**config.mk**
```make
export PLATFORM = sky130hd
export DESIGN_NAME = acqdg_compare_flat
export DESIGN_NICKNAME = d
export VERILOG_FILES = /design/src/acqdg_pkg.sv /design/src/acqdg_cmp_if.sv /design/src/acqdg_compare.sv /design/src/flat_wrapper.sv
export VERILOG_INCLUDE_DIRS = /design/src
export SDC_FILE = /design/constraint.sdc
export NUM_CORES = 1
export LEC_CHECK = 0
export BUFFER_PORTS_ARGS = -buffer_cell sky130_fd_sc_hd__clkbuf_2
export CORE_UTILIZATION = 42
export DETAILED_ROUTE_END_ITERATION = 8
export PLACE_DENSITY = 0.83
export SETUP_SLACK_MARGIN = 0.05
export SLEW_MARGIN = 10
export SYNTH_ARGS = -nofsm -noshare
export SYNTH_HDL_FRONTEND = slang
export SYNTH_SLANG_ARGS = --single-unit
export TNS_END_PERCENT = 100
```
**constraint.sdc**
```tcl
create_clock -name vclk -period 1.3
set_clock_uncertainty 0.05 [all_clocks]
set_input_delay 0.065 -clock vclk [all_inputs]
set_output_delay 0.065 -clock vclk [all_outputs]
set_load 0.02 [all_outputs]
```
**src/acqdg_params.svh**
```systemverilog
/*
  Constants of the acquisition diagnostic checker: register offsets, scan
  modes, reset values and diagnostic codes.
  Assumes it is included by bare name from the package and the design files.
*/
`ifndef ACQDG_PARAMS_SVH
`define ACQDG_PARAMS_SVH

// ****************************************************************
// Register byte offsets.
// ****************************************************************
`define ACQDG_OFS_DIAG_CFG     12'h000
`define ACQDG_OFS_SCAN_CTRL    12'h004
`define ACQDG_OFS_THR_SHORT    12'h008
`define ACQDG_OFS_THR_LOW      12'h00c
`define ACQDG_OFS_THR_HIGH     12'h010
`define ACQDG_OFS_CELL_CFG     12'h014
`define ACQDG_OFS_SWITCH_EN    12'h018
`define ACQDG_OFS_SWITCH_ALERT 12'h01c
`define ACQDG_OFS_DIAG_RES_A   12'h020
`define ACQDG_OFS_DIAG_RES_B   12'h024
`define ACQDG_OFS_CONV_CTRL    12'h028
`define ACQDG_OFS_NORM_ALERT   12'h02c

// ****************************************************************
// Diagnostic selector codes and scan modes.
// ****************************************************************
`define ACQDG_DIAG_NONE        4'h0
`define ACQDG_DIAG_AMP_OFS     4'hc
`define ACQDG_DIAG_ZERO        4'ha
`define ACQDG_DIAG_FULL        4'hb
`define ACQDG_DIAG_DAC_QTR     4'h8
`define ACQDG_DIAG_DAC_3QTR    4'h7
`define ACQDG_MODE_SHORT       3'h4
`define ACQDG_MODE_OPEN        3'h5
`define ACQDG_MODE_ODD         3'h6
`define ACQDG_MODE_EVEN        3'h7

// ****************************************************************
// Fixed results, DAC codes and switch patterns.
// ****************************************************************
`define ACQDG_RES_ZERO         14'h0000
`define ACQDG_RES_FULL         14'h3ffc
`define ACQDG_DAC_QTR          10'h100
`define ACQDG_DAC_3QTR         10'h2ff
`define ACQDG_SW_ODD           14'h1555
`define ACQDG_SW_EVEN          14'h2aaa
`define ACQDG_OVS_ONE          3'h0
`define ACQDG_TOP_RST          4'hd

`endif

```
**src/acqdg_pkg.sv**
```systemverilog
/*
  Types of the acquisition diagnostic checker.
  Assumes acqdg_params.svh is on the include path.
*/
`include "acqdg_params.svh"

package acqdg_pkg;

  typedef enum logic [1:0]
  {
    ACQDG_IDLE = 2'b00,
    ACQDG_SCAN = 2'b01,
    ACQDG_WAIT = 2'b10
  } acqdg_state_t;

  typedef logic [13:0] acqdg_word_t;

endpackage

```
**src/acqdg_cmp_if.sv**
```systemverilog
/*
  Interface between the scan sequencer and the threshold comparator.
  Assumes both ends share the same clock.
*/
`timescale 1ns/1ps
`default_nettype none

interface acqdg_cmp_if;
  logic [2:0]          mode;
  acqdg_pkg::acqdg_word_t result;
  acqdg_pkg::acqdg_word_t thr_short;
  acqdg_pkg::acqdg_word_t thr_low;
  acqdg_pkg::acqdg_word_t thr_high;
  logic                fault;

  modport seq (output mode, output result, output thr_short, output thr_low,
               output thr_high, input fault);
  modport cmp (input mode, input result, input thr_short, input thr_low,
               input thr_high, output fault);
endinterface

`default_nettype wire

```
**src/acqdg_compare.sv**
```systemverilog
/*
  Threshold comparator for one switch diagnostic result.
  Assumes a result and thresholds presented by the sequencer in the same cycle.
*/
`timescale 1ns/1ps
`default_nettype none
`include "acqdg_params.svh"

module acqdg_compare
(
  // Compare channel.
  acqdg_cmp_if.cmp c
);

  // Short mode uses the short threshold, other modes the window; strict.
  always_comb
  begin
    if (c.mode == `ACQDG_MODE_SHORT)
      c.fault = (c.result < c.thr_short);
    else
      c.fault = (c.result < c.thr_low) || (c.result > c.thr_high);
  end

endmodule

`default_nettype wire

```
**src/flat_wrapper.sv**
```systemverilog
// flat-port wrapper written by rule: the top's interface ports become plain ports
module acqdg_compare_flat 
  (c_mode, c_result, c_thr_short, c_thr_low, c_thr_high, c_fault);
  acqdg_cmp_if c_i ();
  input wire logic [$bits(c_i.mode)-1:0] c_mode;
  input wire logic [$bits(c_i.result)-1:0] c_result;
  input wire logic [$bits(c_i.thr_short)-1:0] c_thr_short;
  input wire logic [$bits(c_i.thr_low)-1:0] c_thr_low;
  input wire logic [$bits(c_i.thr_high)-1:0] c_thr_high;
  output wire logic [$bits(c_i.fault)-1:0] c_fault;
  assign c_i.mode = c_mode;
  assign c_i.result = c_result;
  assign c_i.thr_short = c_thr_short;
  assign c_i.thr_low = c_thr_low;
  assign c_i.thr_high = c_thr_high;
  assign c_fault = c_i.fault;
  acqdg_compare u_core (.c(c_i));
endmodule
```
Word level (Yosys, flattened, before mapping)
Index checks and enable logic that the tools add are counted.
Word-level totals
  bits in writable memories: 0
  latch bits: 0
  logic and storage cells: 6
  bits of input ports: 59
  output and inout port bits: 1
  ROM bits: 0
  memories kept: 0
  bits in registers: 0
Cells by class
  $lt $le $gt $ge: 3
  multiplexer cells: 1
  $mul: 0
  bitwise gates (word level): 0
  reductions and logical operators: 1
  shifts and indexed selects: 0
  div/mod/pow operators: 0
  add/sub/neg operators: 0
  eq/ne operators: 1
Operators with widths (count)
  14-bit less-than comparator: 2
  14-bit > comparator: 1
  3-bit == test, second input constant: 1
  1-bit logical OR: 1
  1-bit 2-to-1 mux: 1

Logic depth before layout (Yosys ltp)
Gate-level depths: netlist of run 1.
  word-level depth: 3
  mapped depth: 8
  mapped depth without buffers: 8

Least setup slack after synthesis of run 1
Ideal clock, no wire load.
  path type: input to output
  start point: input c_thr_high[4]
  end point: output c_fault
  arrival: 1355 ps
  path slack: -170 ps
  data required time: 1185 ps
  buffers on the path: 0
  stages: 8
  cells stage by stage: inv_1 > ha_1 > a21oi_2 > nand2_1 > a211o_1 > a211oi_2 > o21ba_2 > a22oi_2
On the way
  word-level cells in the longest chain between the ends: 3
RTL lines
  from (decl): RTL line flat_wrapper.sv:9  | input wire logic [$bits(c_i.thr_high)-1:0] c_thr_high;
  14-bit > comparator: RTL line acqdg_compare.sv:21  | c.fault = (c.result < c.thr_low) || (c.result > c.thr_high);
  1-bit logical OR: RTL line acqdg_compare.sv:21
  1-bit 2-to-1 mux: RTL line acqdg_compare.sv:18  | if (c.mode == `ACQDG_MODE_SHORT)
  to (decl): RTL line flat_wrapper.sv:10  | output wire logic [$bits(c_i.fault)-1:0] c_fault;
Every way passes these cells.

Final worst setup path of run 1
  start point: input c_result[2]
  end point: output c_fault
On the way
  word-level cells in the longest chain between the ends: 3
  elaborated cells between the ends (all ways): 5
  those cells by class: order compare (3); mux (1); reduce/logical (1)
RTL lines
  from (decl): RTL line flat_wrapper.sv:6  | input wire logic [$bits(c_i.result)-1:0] c_result;
  14-bit less-than comparator or 14-bit > comparator (tied branches): RTL line acqdg_compare.sv:21
  1-bit logical OR: RTL line acqdg_compare.sv:21
  1-bit 2-to-1 mux *: RTL line acqdg_compare.sv:18
Mark *: on every way between the ends. The rest lies on a longest branch, timed or not.

==> results of run 1 <==
## power by group through the flow
stage          clock (uW)  sequential, uW  combinational, uW
2_1_floorplan           0               0                257
3_3_place_gp            0               0                425
3_5_place_dp            0               0                435
4_1_cts                 0               0                454
5_1_grt                 0               0                550
6_report                0               0                481
## cells by family (layout without fill, tap and decap cells)
family                     Yosys count  after routing
adders and majority gates           40             40
AOI/OAI and AO/OA                   36             36
and+or+nand+nor                     26             26
buffers and inverters               41            106
## routing by layer
metal  vias to the layer above  global-route usage
li1                        626                   -
met1                       491              0.2053
met2                        40              0.3772
met3                         0            0.008929
met4                         0            0.009009
met5                         -                   0
## area by class of cell
type,instances,area (um^2)
fill,206,666.9
timing repair buffer,65,389.1
tap,28,35.03
inverter,41,163.9
multi-input combinational,102,999.7
## per-stage QoR
stage	cells	setup TNS (ps)	worst slack, ps	util
6_report	236	-339.8	-339.8	0.7042
3_5_place_dp	236	-341.7	-341.7	0.6509
4_1_cts	236	-317.7	-317.7	0.6693
3_3_place_gp	236	-337.2	-337.2	0.6509
2_1_floorplan	143	-0.8907	-0.8907	-
5_1_grt	236	-391.4	-391.4	0.7042
## timing repair
action | in CTS | in global routing
gates cloned | 0 | 0
gates resized for setup | 9 | 19
setup endpoints to repair | 1 | 1
pin swaps | 10 | 12
## Yosys cell counts, drive strengths merged
cell | number | area (um^2)
inv | 41 | 153.9
nand3 | 3 | 15.01
nand2 | 9 | 33.78
o21ba | 1 | 10.01
nand4 | 5 | 31.28
a211oi | 2 | 20.02
nand2b | 3 | 18.77
o211ai | 1 | 7.510
ha | 40 | 500.5
a22oi | 1 | 12.51
a211o | 1 | 8.760
nor4 | 1 | 6.260
and4 | 1 | 8.760
a31oi | 3 | 18.77
a21oi | 15 | 78.83
a21o | 6 | 45.04
nor2 | 3 | 11.26
nor3b | 1 | 7.510
o21ai | 6 | 30.03
## path summary, 6_finish.rpt
check                    from      end  slack, ps  cells after the start
setup / recovery  c_result[2]  c_fault       -340                      9
hold / removal      c_mode[0]  c_fault        560                      4
==> metrics.md, run 1 <==
| Metric | Value |
|---|---|
| Outcome | `complete, but fails checks` |
| Violations in the final reports | `negative setup slack` |
| Final Power | `480.6 uW` |
| Count of nets after finishing | `309` |
| Met3 routed wirelength | `between 100 and 150 um` |
| Synthesized Nets | `242` |
| Initial Utilization | `0.4517` |
| Unrepaired setup endpoints after global routing | `true` |
| Routed vias | `roughly 1200` |
| Total Routed Length | `~2.4 mm` |
| Ports placed on the boundary | `60` |
| DRC violations left | `0` |
| Mux contribution to synthesized area | `0` |
| CP startpoint kind | `input pin` |
| Overflow left after global routing | `0` |
| Num sequential | `0` |
| Worst slew slack as a fraction of its limit | `0.7561` |
| All-Layer GR Usage | `0.1808` |
| Summed instance area of the synthesized netlist | `roughly 0.0010 mm^2` |
| Part of the power in the clock network | `0` |
| Highest ir drop seen on vdd | `between 0.15 and 0.2 mV` |
| Cell breakdown of the critical path | `clkbuf_8 -> ha_4 -> a21o_1 -> a31oi_2 -> o21ai_1 -> a21oi_1 -> o21ai_1 -> a22oi_2 -> clkbuf_8` |
| Number of antenna violations at the first check in global routing | `0` |
| Fraction of the mapped netlist area in compound gates | `0.2273` |
| Cell with the largest stage delay on the worst path | `ha_4` |
| Number of vias per cell after detailed routing | `4.903` |
| Cell count after synthesis | `143` |
| Post-route fraction of the period consumed by the critical path | `1.261` |
| Maximum number of pins on one net before global-route repair | `4` |
| Main combinational cell family by area after synthesis | `adder cells` |
| Area grow syn2layout | `55.90%` |
| WL met2 | `1.240 mm` |
| Slowest Stage Delay on Critical Path | `between 200 and 250 ps` |
| Buffers added on ports | `60` |
| Netlist cell types | `21` |
| Highest Signal Layer | `met3` |
| Final Hold Fails | `0` |
| Share of the yosys chip area belonging to registers | `0` |
| Power spent charging and discharging nets | `222.5 uW` |
| Critical Path AT | `1520 ps` |
| Final ANT Viol Nets | `0` |
| Max Slew Vio Count | `0` |
| Area of the core region | `0.002255 mm^2` |
| Crit path buffers/inverters | `2` |
| Max-capacitance violation count | `0` |
| Critical-path maximum fanout | `3` |
| Placed wire-length estimate after detailed placement | `2.112 mm` |
| Number of diodes | `0` |
| Mean instance size in the synthesized netlist | `7.122 um^2` |
| Worst EP required | `1190 ps` |
| Highest-count cells in the layout ignoring fill and taps | `clkbuf_2 (51), inv_1 (33), ha_1 (30)` |
| CTS Hold Bufs | `0` |
| Via count of the first global-routing pass | `1095` |
| Final Setup Violations | `1` |
| Die Span X | `slightly above 50 um` |
| Total area of sequential cells | `0 um^2` |
| Final min period | `1640 ps` |
| Post-synthesis xor/xnor area fraction | `0` |
| Sequential share of power | `0` |
| Wire length of the first global-routing pass | `~3.8 mm` |
| Share of layout cells above drive strength 1 | `0.4279` |
| Type of the worst min-delay path | `in2out` |
| Post-DR wirelength/cell | `10.29 um` |
| Number of clock buffers in the layout | `0` |
| Post-CTS Setup Repair Bufs | `0` |
| Cell Pwr Density | `302.7 mW/mm^2` |
| Final instance area | `0.001588 mm^2` |
| Drt pass-1 iters | `4` |
| Number of core rows | `17` |
| Critical Path End Type | `output pin` |
| Switching share of total power | `0.4630` |
| Crit Path Category | `in2out` |
| Internal power component | `258.1 uW` |
| Height of the chip | `51.25 um` |
| Worst-Margin Slew | `365.0 ps` |
| Simple-gate portion of the synthesized area | `0.1302` |
| Leakage power summed over all cells | `0.0009503 uW` |
| Number of DRC violations after detailed-routing iteration 0 | `3` |
| WL met1 | `roughly 1.0 mm` |
| Final weighted congestion of routability-driven global placement | `0.7663` |
| Maximum operating frequency | `approximately 610 MHz` |
| Leading cell type in the layout, fill and taps excluded | `clkbuf_2` |
| Top Family by Delay on Critical Path | `compound AO/OA/AOI/OAI gates` |
| Yosys warning count | `0` |
| Minimum hold slack | `559.6 ps` |
| Logic gate share of total power | `1.000` |
| Cell Area, Placed | `0.001468 mm^2` |
| Worst-case setup margin in the final layout | `-339.8 ps` |
| Synth Area in Adders | `0.4914` |
| Die footprint | `0.002626 mm^2` |
Note: power is estimated with default switching activity, not from simulation.
==> run 2: changes to the inputs <==
--- a/config.mk
+++ b/config.mk
@@ -7,9 +7,9 @@
 export NUM_CORES = 1
 export LEC_CHECK = 0
 export BUFFER_PORTS_ARGS = -buffer_cell sky130_fd_sc_hd__clkbuf_2
-export CORE_UTILIZATION = 42
+export CORE_UTILIZATION = 40
 export DETAILED_ROUTE_END_ITERATION = 8
-export PLACE_DENSITY = 0.83
+export PLACE_DENSITY = 0.79
 export SETUP_SLACK_MARGIN = 0.05
 export SLEW_MARGIN = 10
 export SYNTH_ARGS = -nofsm -noshare
==> metrics.md, run 2 (synthesis gave the netlist of run 1 again) <==
| Metric | Value |
|---|---|
| Max-capacitance violation count | `0 (unchanged)` |
| Total area of sequential cells | `0 um^2 (unchanged)` |
| Placed wire-length estimate after detailed placement | `2.313 mm (+9.5%)` |
| Critical Path AT | `1460 ps (-60 ps)` |
| Final min period | `1572 ps (-67.53 ps)` |
| Count of nets after finishing | `316 (+2.3%)` |
| Crit Path Category | `in2out` |
| Ports placed on the boundary | `60 (unchanged)` |
| Number of antenna violations at the first check in global routing | `0 (unchanged)` |
| Number of DRC violations after detailed-routing iteration 0 | `2 (-1)` |
| Worst slew slack as a fraction of its limit | `0.7884 (+0.03232)` |
| Type of the worst min-delay path | `in2out` |
| Number of vias per cell after detailed routing | `4.872 (-0.61%)` |
| Highest ir drop seen on vdd | `0.1782 mV (-0.86%)` |
| Hold Path Origin | `c_mode[1]` |
| All-Layer GR Usage | `0.1789 (-0.001921)` |
| Number of clock buffers in the layout | `0 (unchanged)` |
| Leakage power summed over all cells | `0.0009990 uW (+5.1%)` |
| Share of layout cells above drive strength 1 | `0.4512 (+0.02328)` |
| Die footprint | `0.002752 mm^2 (+4.8%)` |
| Leading cell type in the layout, fill and taps excluded | `clkbuf_2` |
| Worst EP required | `1190 ps (about the same)` |
| Cell Pwr Density | `312.8 mW/mm^2 (+3.3%)` |
| Num sequential | `0 (unchanged)` |
| Drt pass-1 iters | `4 (unchanged)` |
| Post-DR wirelength/cell | `10.84 um (+5.4%)` |
| Number of core rows | `17 (unchanged)` |
| Max Slew Vio Count | `0 (unchanged)` |
| CTS Hold Bufs | `0 (unchanged)` |
| CP startpoint kind | `input pin` |
| Initial Utilization | `0.4434 (-0.008365)` |
| Post-route fraction of the period consumed by the critical path | `1.209 (-0.05194)` |
| Violations in the final reports | `negative setup slack` |
| Outcome | `complete, but fails checks` |
| Area of the core region | `0.002297 mm^2 (+1.9%)` |
| Routed vias | `1184 (+2.3%)` |
| Critical Path End Type | `output pin` |
| Number of diodes | `0 (unchanged)` |
| Total area of multi-input combinational cells | `999.7 um^2 (unchanged)` |
| Area grow syn2layout | `63.64%` |
| Via count of the first global-routing pass | `1084 (-1.0%)` |
| Number of fillers in the final layout | `203 (-1.5%)` |
| Wire length of the first global-routing pass | `3.891 mm (+1.4%)` |
| Final Setup Violations | `1 (unchanged)` |
| Maximum number of pins on one net before global-route repair | `4 (unchanged)` |
| Cell Area, Placed | `0.001505 mm^2 (+2.6%)` |
| Worst-Margin Slew | `316.7 ps (-48.38 ps)` |
| Height of the chip | `52.46 um (+2.4%)` |
| Highest-count cells in the layout ignoring fill and taps | `clkbuf_2 (51), inv_1 (34), ha_1 (32)` |
| Worst-case setup margin in the final layout | `-272.3 ps (+67.53 ps)` |
| Total Routed Length | `2.634 mm (+8.5%)` |
| DRC violations left | `0 (unchanged)` |
| Buffers added on ports | `60 (unchanged)` |
| Maximum operating frequency | `636.0 MHz (+4.3%)` |
| Critical-path maximum fanout | `3 (unchanged)` |
| Final instance area | `0.001667 mm^2 (+5.0%)` |
| Utilization after layout | `0.7255 (+0.02127)` |
| Worst setup path start | `c_result[4]` |
| Final ANT Viol Nets | `0 (unchanged)` |
| Final Hold Fails | `0 (unchanged)` |
| Unrepaired setup endpoints after global routing | `true` |
| Overflow left after global routing | `0 (unchanged)` |
| Die Span X | `52.46 um (+2.4%)` |
| Final weighted congestion of routability-driven global placement | `0.7585 (-1.0%)` |
run 2: changes by cell type in the layout (fill, tap and decap cells not counted), sizes merged:
cell and change:
buf +7
run 2: cell type report:
type,count,area share
inverters,41,0.1014
well taps,28,0.02102
repair buffers,72,0.2778
multi-input cells,102,0.5998
run 2: layer usage:
layer / track usage / part of all wire / vias up
met5: 0 / 0 / -
met4: 0.02193 / 0 / 0
met3: 0.01449 / 0.054 / 0
met2: 0.3502 / 0.52 / 33
met1: 0.2109 / 0.43 / 511
li1: - / - / 640
run 2: critical path, stage by stage:
cell	delay, ps
buf_8	110
ha_4	240
a21oi_2	120
nand2_1	70
a211o_1	260
a211oi_2	210
o21ba_2	150
a22oi_2	70
clkbuf_8	170
run 2: worst paths after layout:
kind	to	slack [ps]	cells past startpoint
hold / removal	c_fault	530	4
setup / recovery	c_fault	-270	9
run 2: what timing repair did:
action / in CTS / in global routing
buffers inserted: 0 / 2
setup endpoints to repair: 1 / 1
pin swaps: 9 / 14
gates resized for setup: 12 / 19
run 2: power by group:
part / internal, uW / switching [uW] / leakage, uW
clock network: 0 / 0 / 0
logic: 284 / 237 / 0.000999
registers: 0 / 0 / 0
total: 284 / 237 / 0.000999
run 2: stage by stage:
stage                     worst slack [ps]  hold slack (ps)  TNS [ps]  instances  power (uW)
after floorplan                    -0.8907            383.6   -0.8907        143       256.7
final                               -272.3            527.5    -272.3        243       521.3
after global routing                -366.7            553.4    -366.7        243       589.9
after global placement              -340.7            533.4    -340.7        241       429.1
after detailed placement            -350.8            531.7    -350.8        241       450.7
after CTS                           -285.9            525.7    -285.9        241       479.9
==> run 3: changes to the inputs <==
--- a/config.mk
+++ b/config.mk
@@ -7,6 +7,7 @@
 export NUM_CORES = 1
 export LEC_CHECK = 0
 export BUFFER_PORTS_ARGS = -buffer_cell sky130_fd_sc_hd__clkbuf_2
+export CORE_ASPECT_RATIO = 0.75
 export CORE_UTILIZATION = 40
 export DETAILED_ROUTE_END_ITERATION = 8
 export PLACE_DENSITY = 0.79
==> metrics.md, run 3 (synthesis gave the netlist of run 1 again) <==
| Metric | Value |
|---|---|
| DRC violations left | `0 (unchanged)` |
| Top Family by Delay on Critical Path | `compound AO/OA/AOI/OAI gates` |
| Drt pass-1 iters | `4 (unchanged)` |
| Overflow left after global routing | `0 (unchanged)` |
| Cell breakdown of the critical path | `clkbuf_16 -> ha_4 -> a21o_1 -> a31oi_4 -> o21ai_2 -> a21oi_1 -> o21ai_1 -> a22oi_2 -> clkbuf_8` |
| Number of clock buffers in the layout | `0 (unchanged)` |
| Met3 routed wirelength | `118 um (-16%)` |
| Area of the core region | `0.002346 mm^2 (+2.1%)` |
| Slowest Stage Delay on Critical Path | `250 ps (about the same)` |
| Leakage power summed over all cells | `0.0009784 uW (-2.1%)` |
| WL met1 | `1.372 mm (+21%)` |
| Wire length of the first global-routing pass | `4.298 mm (+10%)` |
| Die Span X | `60.27 um (+15%)` |
| Total area of sequential cells | `0 um^2 (unchanged)` |
| Switching share of total power | `0.4693 (+0.01411)` |
| Final Hold Fails | `0 (unchanged)` |
| Final ANT Viol Nets | `0 (unchanged)` |
| Outcome | `complete, but fails checks` |
| Highest Signal Layer | `met3` |
| Max Slew Vio Count | `0 (unchanged)` |
| Worst-case setup margin in the final layout | `-310.9 ps (-38.56 ps)` |
| Placed instance count | `247 (+2.5%)` |
| Type of the worst min-delay path | `in2out` |
| Total Routed Length | `2.957 mm (+12%)` |
| Critical-path maximum fanout | `3 (unchanged)` |
| Internal power component | `291.9 uW (+2.8%)` |
| Number of DRC violations after detailed-routing iteration 0 | `24 (+22)` |
| Worst slew slack as a fraction of its limit | `0.7662 (-0.02227)` |
| Height of the chip | `45.70 um (-13%)` |
| Maximum operating frequency | `620.8 MHz (-2.4%)` |
| Critical Path End Type | `output pin` |
| Placed wire-length estimate after detailed placement | `2.316 mm (+0.10%)` |
| Die footprint | `0.002754 mm^2 (about the same)` |
| Logic gate share of total power | `1.000 (about the same)` |
| Share of layout cells above drive strength 1 | `0.4789 (+0.02771)` |
| Post-route fraction of the period consumed by the critical path | `1.239 (+0.02966)` |
| Cell depth of the worst min-delay path | `4 (unchanged)` |
| Cell Pwr Density | `322.1 mW/mm^2 (+3.0%)` |
| Number of cells on the critical path | `9 (unchanged)` |
| Count of nets after finishing | `314 (-0.63%)` |
| Num sequential | `0 (unchanged)` |
| Post-DR wirelength/cell | `11.97 um (+10%)` |
| Routed vias | `1211 (+2.3%)` |
| Final Power | `550.1 uW (+5.5%)` |
| Part of the power in the clock network | `0 (unchanged)` |
| All-Layer GR Usage | `0.2011 (+0.02219)` |
| Initial Utilization | `0.4341 (-0.009222)` |
| Number of diodes | `0 (unchanged)` |
| WL met2 | `1.466 mm (+7.6%)` |
| Area grow syn2layout | `67.69%` |
| Critical Path AT | `1500 ps (+40 ps)` |
| Ports placed on the boundary | `60 (unchanged)` |
| Unrepaired setup endpoints after global routing | `true` |
| Sequential share of power | `0 (unchanged)` |
| CTS Hold Bufs | `0 (unchanged)` |
| Leading cell type in the layout, fill and taps excluded | `clkbuf_2` |
| Worst-Margin Slew | `350.0 ps (+33.33 ps)` |
| Violations in the final reports | `negative setup slack` |
| Max-capacitance violation count | `0 (unchanged)` |
| Fin cells | `247 (+1.6%)` |
| Power spent charging and discharging nets | `258.2 uW (+8.8%)` |
| Number of antenna violations at the first check in global routing | `0 (unchanged)` |
| Via count of the first global-routing pass | `1075 (-0.83%)` |
| Number of vias per cell after detailed routing | `4.903 (+0.62%)` |
| Minimum hold slack | `534.6 ps (+7.110 ps)` |
| Number of fillers in the final layout | `193 (-4.9%)` |
| Final weighted congestion of routability-driven global placement | `0.7494 (-1.2%)` |
| Cell with the largest stage delay on the worst path | `ha_4` |
| Maximum number of pins on one net before global-route repair | `4 (unchanged)` |
| Final Setup Violations | `1 (unchanged)` |
| Number of core rows | `15 (-2)` |
| Worst EP required | `1190 ps (about the same)` |
| Post-CTS Setup Repair Bufs | `0 (unchanged)` |
| Highest ir drop seen on vdd | `0.1535 mV (-14%)` |
| Final min period | `1611 ps (+38.56 ps)` |
| Crit Path Category | `in2out` |
| CP startpoint kind | `input pin` |
| Crit path buffers/inverters | `2 (unchanged)` |
| Highest-count cells in the layout ignoring fill and taps | `clkbuf_2 (52), inv_1 (33), ha_1 (26)` |
| Buffers added on ports | `60 (unchanged)` |
[run 3: final cells by class]
cell class	count	area, um^2	area share
multi-input combinational	102	1076	0.6300
inverter	41	163.9	0.09597
tap	34	42.54	0.02491
timing repair buffer	70	425.4	0.2491
[run 3: final timing paths]
check | slack [ps] | end | from
setup / recovery | -310 | c_fault | c_result[2]
hold / removal | 530 | c_fault | c_mode[0]
[run 3: metal layers]
layer,track usage,up-vias
met3,0,0
li1,-,635
met2,0.3912,39
met1,0.2639,537
met4,0,0
met5,0,-
[run 3: power by group through the flow]
stage | Combinational [uW] | Sequential, uW | Clock (uW)
finish | 550 | 0 | 0
global route | 613 | 0 | 0
CTS | 475 | 0 | 0
detailed placement | 449 | 0 | 0
global placement | 439 | 0 | 0
floorplan | 257 | 0 | 0
[run 3: what timing repair did]
action | 4_1_cts | 5_1_grt
pin swaps | 6 | 15
endpoints found under the setup margin | 1 | 1
resized for setup | 10 | 26
[run 3: metrics by stage]
stage | setup TNS, ps | utilization | area [um^2] | worst slack [ps]
6_report | -310.9 | 0.7280 | 1708 | -310.9
5_1_grt | -383.3 | 0.7280 | 1708 | -383.3
4_1_cts | -317.4 | 0.6661 | 1563 | -317.4
3_5_place_dp | -388.5 | 0.6448 | 1513 | -388.5
3_3_place_gp | -316.2 | 0.6448 | 1513 | -316.2
2_1_floorplan | -0.8907 | - | 1095 | -0.8907
[run 3: worst min-delay path: stages]
cell and delay (ps):
clkbuf_2 70, nor3b_1 60, a22oi_2 150, clkbuf_8 170
